`config.mk`:
```
export PLATFORM = sky130hd
export DESIGN_NAME = cpc_config_top
export DESIGN_NICKNAME = d
export VERILOG_FILES = /design/src/design/cpc_pkg.sv /design/src/design/cpc_config_top.sv
export SDC_FILE = /design/constraint.sdc
export NUM_CORES = 1
export LEC_CHECK = 0
export BUFFER_PORTS_ARGS = -buffer_cell sky130_fd_sc_hd__buf_2
export CAP_MARGIN = 30
export CORE_MARGIN = 3
export CORE_UTILIZATION = 50
export DETAILED_ROUTE_END_ITERATION = 10
export PLACE_DENSITY_LB_ADDON = 0.3
export RECOVER_POWER = 25
export SYNTH_ARGS = -nofsm -noshare
export SYNTH_HDL_FRONTEND = slang
export SYNTH_SLANG_ARGS = --single-unit
export TNS_END_PERCENT = 30
```
`constraint.sdc`:
```
create_clock -name clk_i -period 3.4 [get_ports clk_i]
set_input_delay 0.34 -clock clk_i [delete_from_list [all_inputs] [get_ports clk_i]]
set_output_delay 0.34 -clock clk_i [all_outputs]
set_load 0.02 [all_outputs]
```
`src/design/cpc_pkg.sv`:
```
package cpc_pkg;
   // ==========================================================
   // Register map.
   // ==========================================================
   localparam logic [7:0] CPC_ADDR_CFG    = 8'h00;
   localparam logic [7:0] CPC_ADDR_STATUS = 8'h2d;
   localparam logic [7:0] CPC_CFG_RESET   = 8'h63;

   // Field positions of the clock and protection register.
   localparam int CPC_PLL_LSB     = 0;
   localparam int CPC_PLL_MSB     = 2;
   localparam int CPC_IR_LSB      = 3;
   localparam int CPC_IR_MSB      = 4;
   localparam int CPC_TW_RECOV_BP = 5;
   localparam int CPC_TW_ADJ_BP   = 6;
   localparam int CPC_FAULT_BP    = 7;

   // Status register bit positions.
   localparam int CPC_ST_WARN  = 0;
   localparam int CPC_ST_FAULT = 1;

   // Interpolation ratio codes.
   localparam logic [1:0] CPC_IR_2X   = 2'h0;
   localparam logic [1:0] CPC_IR_PASS = 2'h1;
   localparam logic [1:0] CPC_IR_DOWN = 2'h2;

   // Master clock multiples of fs with 2x oversampling selected.
   localparam logic [9:0] CPC_RATIO_1XX = 10'h080;
   localparam logic [9:0] CPC_RATIO_011 = 10'h100;
   localparam logic [9:0] CPC_RATIO_010 = 10'h180;
   localparam logic [9:0] CPC_RATIO_001 = 10'h200;
   localparam logic [9:0] CPC_RATIO_000 = 10'h300;

   // Coefficient memory location of the thermal post-scale value.
   localparam logic [7:0] CPC_POST_SCALE_ADDR = 8'h37;

   // ==========================================================
   // Timing.
   // ==========================================================
   localparam int CPC_CLK_MHZ          = 250;
   localparam int CPC_TW_QUAL_MS       = 400;
   localparam int CPC_TW_QUAL_CYCLES   = CPC_TW_QUAL_MS * 1000 * CPC_CLK_MHZ;
   localparam int CPC_RECOV_UNIT_US    = 100;
   localparam int CPC_RECOV_UNIT_CYCLES = CPC_RECOV_UNIT_US * CPC_CLK_MHZ;
   localparam logic [15:0] CPC_RECOV_MAX = 16'h2710;

   // Fault recovery state machine.
   typedef enum logic [3:0] {
      CPC_FS_RUN    = 4'b0001,
      CPC_FS_SHUT   = 4'b0010,
      CPC_FS_RETEST = 4'b0100,
      CPC_FS_LATCH  = 4'b1000
   } cpc_fstate_t;
endpackage

```
`src/design/cpc_config_top.sv`:
```
`timescale 1ns/1ns
module cpc_config_top #(
   parameter int TW_QUAL_CYCLES    = cpc_pkg::CPC_TW_QUAL_CYCLES,
   parameter int RECOV_UNIT_CYCLES = cpc_pkg::CPC_RECOV_UNIT_CYCLES
) (
   input  wire logic        clk_i,
   input  wire logic        rst_i,
   input  wire logic        ce_i,
   input  wire logic        reg_wr_i,
   input  wire logic        reg_rd_i,
   input  wire logic [7:0]  reg_addr_i,
   input  wire logic [7:0]  reg_wdata_i,
   output logic      [7:0]  reg_rdata_o,
   input  wire logic        thermal_warning_n_i,
   input  wire logic        fault_n_i,
   input  wire logic [15:0] fault_recovery_time_const_i,
   input  wire logic [23:0] thermal_post_scale_i,
   input  wire logic [23:0] unity_scale_i,
   output logic      [7:0]  post_scale_addr_o,
   output logic      [2:0]  pll_ratio_select_o,
   output logic      [1:0]  interp_ratio_o,
   output logic      [9:0]  mclk_ratio_o,
   output logic             thermal_atten_o,
   output logic      [23:0] out_scale_o,
   output logic             stage_tristate_o,
   output logic             fault_latched_o
);
   import cpc_pkg::*;

   // ==========================================================
   // Parameter checks.
   // ==========================================================
   if (TW_QUAL_CYCLES < 2 || TW_QUAL_CYCLES > 32'h7fffffff) begin : g_chk_tw
      $error("TW_QUAL_CYCLES out of range");
   end
   if (RECOV_UNIT_CYCLES < 1 || RECOV_UNIT_CYCLES > 65536) begin : g_chk_ru
      $error("RECOV_UNIT_CYCLES out of range");
   end

   localparam logic [31:0] TW_LAST = 32'(TW_QUAL_CYCLES - 1);
   localparam logic [15:0] RU_LAST = 16'(RECOV_UNIT_CYCLES - 1);

   logic [7:0]  cfg_reg;
   logic [31:0] tw_cnt_reg;
   logic        atten_reg;
   logic [15:0] unit_cnt_reg;
   logic [15:0] tick_cnt_reg;
   logic [15:0] recov_len;
   logic        recov_done;
   cpc_fstate_t fstate_reg;

   wire logic adj_bp   = cfg_reg[CPC_TW_ADJ_BP];
   wire logic recov_bp = cfg_reg[CPC_TW_RECOV_BP];
   wire logic fault_bp = cfg_reg[CPC_FAULT_BP];

   // ==========================================================
   // Register access.
   // ==========================================================
   // Configuration register; only offset zero is writable here.
   always_ff @(posedge clk_i) begin
      if (rst_i) begin
         cfg_reg <= CPC_CFG_RESET;
      end else if (ce_i && reg_wr_i && reg_addr_i == CPC_ADDR_CFG) begin
         cfg_reg <= reg_wdata_i;
      end
   end

   // Read data is registered, one cycle after the read strobe.
   // Unmapped offsets read zero so software sees no stale data.
   always_ff @(posedge clk_i) begin
      if (rst_i) begin
         reg_rdata_o <= 8'h00;
      end else if (ce_i && reg_rd_i) begin
         if (reg_addr_i == CPC_ADDR_CFG) begin
            reg_rdata_o <= cfg_reg;
         end else if (reg_addr_i == CPC_ADDR_STATUS) begin
            reg_rdata_o <= 8'h00;
            reg_rdata_o[CPC_ST_WARN]  <= ~thermal_warning_n_i;
            reg_rdata_o[CPC_ST_FAULT] <= fstate_reg != CPC_FS_RUN;
         end else begin
            reg_rdata_o <= 8'h00;
         end
      end
   end

   // ==========================================================
   // Clock ratio and interpolation.
   // ==========================================================
   // The master clock multiple halves when the first stage no longer
   // oversamples, since the internal rate stays fixed.
   function automatic logic [9:0] ratio_f(input logic [2:0] sel,
                                          input logic [1:0] ir);
      logic [9:0] r;
      r = CPC_RATIO_000;
      if (sel[2]) begin
         r = CPC_RATIO_1XX;
      end else begin
         case (sel[1:0])
            2'h3:    r = CPC_RATIO_011;
            2'h2:    r = CPC_RATIO_010;
            2'h1:    r = CPC_RATIO_001;
            default: r = CPC_RATIO_000;
         endcase
      end
      ratio_f = (ir == CPC_IR_2X) ? r : (r >> 1);
   endfunction

   // Clock controls follow the register with one cycle of latency.
   // The code 11 for the interpolation field is reserved and is served
   // like the halved ratios; the PLL is not guarded against it.
   always_ff @(posedge clk_i) begin
      if (rst_i) begin
         pll_ratio_select_o <= CPC_CFG_RESET[CPC_PLL_MSB:CPC_PLL_LSB];
         interp_ratio_o     <= CPC_CFG_RESET[CPC_IR_MSB:CPC_IR_LSB];
         mclk_ratio_o       <= ratio_f(CPC_CFG_RESET[CPC_PLL_MSB:CPC_PLL_LSB],
                                       CPC_CFG_RESET[CPC_IR_MSB:CPC_IR_LSB]);
      end else if (ce_i) begin
         pll_ratio_select_o <= cfg_reg[CPC_PLL_MSB:CPC_PLL_LSB];
         interp_ratio_o     <= cfg_reg[CPC_IR_MSB:CPC_IR_LSB];
         mclk_ratio_o       <= ratio_f(cfg_reg[CPC_PLL_MSB:CPC_PLL_LSB],
                                       cfg_reg[CPC_IR_MSB:CPC_IR_LSB]);
      end
   end

   // ==========================================================
   // Thermal warning attenuation.
   // ==========================================================
   // Qualification timer counts only a continuous warning.
   always_ff @(posedge clk_i) begin
      if (rst_i) begin
         tw_cnt_reg <= 32'h0;
      end else if (ce_i) begin
         if (thermal_warning_n_i || adj_bp) begin
            tw_cnt_reg <= 32'h0;
         end else if (tw_cnt_reg != TW_LAST) begin
            tw_cnt_reg <= tw_cnt_reg + 32'h1;
         end
      end
   end

   // Attenuation sets after the full interval and clears on release
   // unless recovery is bypassed.
   always_ff @(posedge clk_i) begin
      if (rst_i) begin
         atten_reg <= 1'b0;
      end else if (ce_i) begin
         if (adj_bp) begin
            atten_reg <= 1'b0;
         end else if (!thermal_warning_n_i && tw_cnt_reg == TW_LAST) begin
            atten_reg <= 1'b1;
         end else if (thermal_warning_n_i && !recov_bp) begin
            atten_reg <= 1'b0;
         end
      end
   end

   // The scale is held in coefficient memory so software can retune it.
   assign post_scale_addr_o = CPC_POST_SCALE_ADDR;
   assign thermal_atten_o   = atten_reg;
   always_ff @(posedge clk_i) begin
      if (rst_i) begin
         out_scale_o <= 24'h0;
      end else if (ce_i) begin
         out_scale_o <= atten_reg ? thermal_post_scale_i : unity_scale_i;
      end
   end

   // ==========================================================
   // Fault shutdown and recovery.
   // ==========================================================
   // Zero or oversized constants are clamped to the legal range.
   always_comb begin
      recov_len = fault_recovery_time_const_i;
      if (recov_len == 16'h0) begin
         recov_len = 16'h1;
      end else if (recov_len > CPC_RECOV_MAX) begin
         recov_len = CPC_RECOV_MAX;
      end
   end

   assign recov_done = unit_cnt_reg == RU_LAST && tick_cnt_reg >= recov_len - 16'h1;

   // Period counter runs only while the stage is held off.
   always_ff @(posedge clk_i) begin
      if (rst_i) begin
         unit_cnt_reg <= 16'h0;
         tick_cnt_reg <= 16'h0;
      end else if (ce_i) begin
         if (fstate_reg != CPC_FS_SHUT || recov_done) begin
            unit_cnt_reg <= 16'h0;
            tick_cnt_reg <= 16'h0;
         end else if (unit_cnt_reg == RU_LAST) begin
            unit_cnt_reg <= 16'h0;
            tick_cnt_reg <= tick_cnt_reg + 16'h1;
         end else begin
            unit_cnt_reg <= unit_cnt_reg + 16'h1;
         end
      end
   end

   // Recovery loop: hold off, release for one retest cycle, repeat.
   always_ff @(posedge clk_i) begin
      if (rst_i) begin
         fstate_reg <= CPC_FS_RUN;
      end else if (ce_i) begin
         case (fstate_reg)
            CPC_FS_RUN: begin
               if (!fault_n_i) begin
                  fstate_reg <= fault_bp ? CPC_FS_LATCH : CPC_FS_SHUT;
               end
            end
            CPC_FS_SHUT: begin
               if (fault_bp) begin
                  fstate_reg <= CPC_FS_LATCH;
               end else if (recov_done) begin
                  fstate_reg <= CPC_FS_RETEST;
               end
            end
            CPC_FS_RETEST: begin
               fstate_reg <= fault_n_i ? CPC_FS_RUN : CPC_FS_SHUT;
            end
            CPC_FS_LATCH: begin
               fstate_reg <= CPC_FS_LATCH;
            end
            default: begin
               fstate_reg <= CPC_FS_SHUT;
            end
         endcase
      end
   end

   // The fault path is combinational so the stage drops without a cycle
   // of delay; it also overrides the clock enable for safety.
   assign stage_tristate_o = !fault_n_i || fstate_reg == CPC_FS_SHUT
                             || fstate_reg == CPC_FS_LATCH;
   assign fault_latched_o  = fstate_reg == CPC_FS_LATCH;
endmodule

```
## Yosys cells after proc, flatten, opt, wreduce, memory -nomap -nowiden

Index checks and enable logic that the tools add are counted.

- Bits of input ports: 87
- Bits in registers: 124

- Reduce and logical (&&, ||, !) cells: 23
- Equality and inequality tests: 15
- $add $sub $neg: 4
- Bitwise gates (word level): 1
- Mux-type cells: 23
- $lt $le $gt $ge: 2

Operator list:

| kind | number |
|---|---|
| $mux W16 | 6 |
| $mux W32 | 2 |
| $add A16 B1 Y16 const B | 2 |
| $add A32 B1 Y32 const B | 1 |
| $eq A32 B27 Y1 const B | 1 |
| $ne A32 B27 Y1 const B | 1 |
| $pmux W10 S3 | 1 |
| $mux W24 | 1 |
| $mux W10 | 2 |
| $eq A16 B15 Y1 const B | 1 |
| $ge A16 B16 Y1 | 1 |
| $gt A16 B14 Y1 const B | 1 |
| $logic_not A16 Y1 | 1 |
| $mux W4 | 4 |
| $pmux W4 S4 | 1 |
| $sub A16 B1 Y16 const B | 1 |
| $eq A8 B6 Y1 const B | 1 |
| $logic_not A8 Y1 | 1 |
| $mux W8 | 1 |
| $logic_and A1 B1 Y1 | 6 |
| $reduce_and A2 Y1 | 3 |
| $eq A2 B2 Y1 const B | 2 |
| $eq A4 B1 Y1 const B | 1 |
| $eq A4 B2 Y1 const B | 1 |
| 16 further kinds | 25 |

## Longest topological paths before layout

- Depth in word-level cells: 9
- Mapped depth: 16
- Mapped depth without buffers: 15

## Worst setup path before layout

OpenSTA, ideal clock, no wires.

- Kind: register to register
- From: reg tw_cnt_reg[0]
- To: reg tw_cnt_reg[10]
- Path buffers: 1
- Arrival time: 1.751 ns
- Cell stages (with the launch flop): 7
- Data required time: 3.328 ns
- Path slack: 1.577 ns
- Clock period less this slack: 1.823 ns
- Cells stage by stage: dfxtp_1 ha_1 nand4_2 or3_1 buf_2 or4_1 a21oi_1

- Longest elaborated chain between the ends: 3
- Elaborated cells on any way between the ends: 6
- Those cells by class: add/sub (1); eq/ne (1); mux (2); reduce/logical (2)

Ends and longest elaborated chain:

| what | RTL line | text |
|---|---|---|
| from (decl) | cpc_config_top.sv:44 | `logic [31:0] tw_cnt_reg;` |
| from (signal assigned) | cpc_config_top.sv:136 | `tw_cnt_reg <= tw_cnt_reg + 32'h1;` |
| $add A32 B1 Y32 / $ne A32 B27 Y1 (equally long branches) | cpc_config_top.sv:136, cpc_config_top.sv:135 |  |
| $mux W32 / $reduce_bool A2 Y1 (equally long branches) | - |  |
| $mux W32 / $reduce_and A2 Y1 (equally long branches) | - |  |

Parallel ways exist; a longest one is shown, timed or not. The select of a mux whose other input is x is not followed.
A chain may end at the register's enable or synchronous reset.

==> impl_metrics.tcl <==
set metrics [dict create \
    clk_pin_slew_ns 0.06 \
    total_power_w 0.00359 \
    synth_edf_count 0 \
    ys_warn_count 0 \
    num-fill-cells 1124 \
    avgViaCountPerCell 5.58 \
    drv_slew 0 \
    vias 6047 \
    io_buffers 130 \
    routedWlPerCell_microns 14.4 \
    die_w_microns 120 \
    criticalPathCategory "input port to flop" \
    setup_viol_count_final 0 \
    arrival_ns 3.34 \
    cts_sinks 118 \
    drc_errors 0 \
    crit_fanout 9 \
    end_kind "flop" \
    drtPass1Iterations 4 \
    slowest_delay_ns 0.49 \
    area_delta_synth_final_pct 22.8 \
    h-tree-depth 4 \
    hold_viol 0 \
    powerDensity_nw_per_um2 450 \
    path_cells "buf_2 -> o41ai_1 -> a21oi_1 -> o32ai_2 -> a32oi_2 -> ha_2 -> inv_1 -> or4_1 -> xnor2_1 -> nor2_1 -> ha_1 -> nand2_1 -> nor3_1 -> nand3_1 -> a32oi_2 -> buf_4 -> nor2_1" \
    fp.dieH_microns 120 \
    slew_headroom_pct 25.3 \
    largest_register_ffs 32 \
    placed_cells 1051 \
    grt_pass1_wl_microns 26100 \
    yosys.area.top_type "dfxtp_1" \
    seq_area_frac_synth_pct 36.3 \
    holdWs_ns 0.152 \
    gp_congestion 0.887 \
    postLayoutCoreUtil_pct 63.0 \
    cts_buffers 17 \
    drive_gt1_share_pct 19.8 \
    worstMarginPinSlew_ns 1.12 \
    clk_latency_ns 0.41 \
    layout_min_cycle_time_ns 3.05 \
    maxCapViolCount 0 \
    layout_common_cells "dfxtp_1, buf_2, nor2_1" \
    critical_path_required_ns 3.70 \
    finalInstanceArea_sq_um 7990 \
    row_count 41 \
    dpl.hpwl_microns 11300 \
    io_pins 145 \
    rsz0062_at_grt "false" \
    yosysUniqueCellTypes 76 \
    power_leakage_nw 2.93 \
    cts_buffer_depth 2 \
    antenna_found_initial 0 \
    final_nets 1006 \
    fin_crit_sh_pct 89.6 \
    grtUsageTotal_pct 21.7 \
    grt_overflow 0 \
    multi_input_area_sq_um 3880 \
    fin_skew_ns 0.00820 \
    ys.flop_type "dfxtp_1" \
    slowest_stage "or4_1" \
    synth_area_sq_um 6500 \
    cts_root_buf "clkbuf_16" \
    die_area_sq_um 14400 \
    mostFrequentLayoutCell "dfxtp_1" \
    antenna_left 0 \
    grt_max_degree 51 \
    synth_top_area_share_pct 36.3 \
    final_cells 1084 \
    async_flop_share_pct 0 \
    syn_inst 759 \
    hp-class "input port to flop" \
    drt_wl_total_microns 15700 \
    grt_pass1_vias 5455 \
    placed_area_sq_um 7360 \
    startpoint_type "input port" \
    max_freq_ghz 0.328 \
    ctsHoldBuffers 0 \
    cts_tree "built" \
    peakVddDrop_uv 266 \
    drtIter0Drc 416 \
    syn_area_per_cell_sq_um 8.57 \
    status "completed" \
    start_util_pct 51.3 \
    synth.area.top_cells "dfxtp_1, mux2i_1, nor2_1" \
    seq_area_sq_um 2360 \
    ys_seq_elements 118 \
    post_cts_buffers 0 \
    diodes 0 \
    core_sq_um 12700 \
]
## report_power, final
part	internal [W]	switching [W]
sequential	0.00141	0.0000188
clock	0.00123	0.000643
combinational	0.000115	0.000179
total	0.00275	0.000840
## worst paths after layout
check / from / end / slack, ns / cells after the start
min reg2reg: reg_rdata_o[5] / reg_rdata_o[5] / 0.46 / 2
min: reg_wdata_i[5] / cfg_reg[5] / 0.15 / 3
max reg2reg: unit_cnt_reg[0] / tick_cnt_reg[9] / 1.03 / 6
max: fault_recovery_time_const_i[2] / tick_cnt_reg[7] / 0.35 / 17
## kinds of logic (layout without fill, tap and decap cells)
logic type / after synthesis / in the layout / share of synthesized area (%)
buffers and inverters: 66 / 206 / 4.89
AND/OR/NAND/NOR: 322 / 322 / 26.9
adder cells (fa/ha/maj): 20 / 20 / 3.85
AO/OA/AOI/OAI: 143 / 143 / 15.3
multiplexers: 39 / 39 / 6.00
XOR/XNOR: 49 / 49 / 6.60
other: 2 / 15 / 0.115
flip-flops: 118 / 118 / 36.3
## metrics by stage
step | worst slack [ns] | setup TNS [ns]
final | 0.352 | 0
after global routing | 0.0620 | 0
after global placement | 0.00660 | 0
after floorplan | 0.0926 | 0
after CTS | 0.302 | 0
after detailed placement | -0.127 | -1.53
## routing by layer
metal  vias to the layer above  wire [microns]  GRT usage (%)
met5                         -               0              0
met4                         0             230           5.87
met3                        19            1020           5.94
met2                       187            7200           34.1
met1                      2796            7210           29.4
li1                       3045               -              -
## worst max-delay path, delay by kind of cell
family	cells	cell delay (ns)
simple gates	6	1.00
compound gates	5	0.92
buf+inv	3	0.39
xor+xnor	1	0.16
fa+ha+maj	2	0.53
## what timing repair did
item / CTS / global route
hold endpoints to repair: 0 / 0
setup endpoints to repair: 0 / 9
gates resized for setup: 0 / 2
## area by class of cell
class                   instances  share of cell area, %
clock buffers                  17                   5.33
inverters                      16                  0.752
multi-input cells             588                   48.6
repair buffers                158                   10.5
clock inverters                15                   2.55
flip-flops and latches        118                   29.6
well taps                     172                   2.69
## cell usage after synthesis, types with 14 or more instances
cell,number
clkbuf_1,20
buf_4,15
xnor2_1,32
inv_1,14
mux2i_1,39
ha_1,20
xor2_1,17
nand4_1,20
a211oi_1,35
nand3_1,34
nor2_1,88
nor3_1,16
nand2_1,65
a21oi_1,43
nor4_1,14
dfxtp_1,118
No activity file was read; power rests on OpenSTA's default activity.
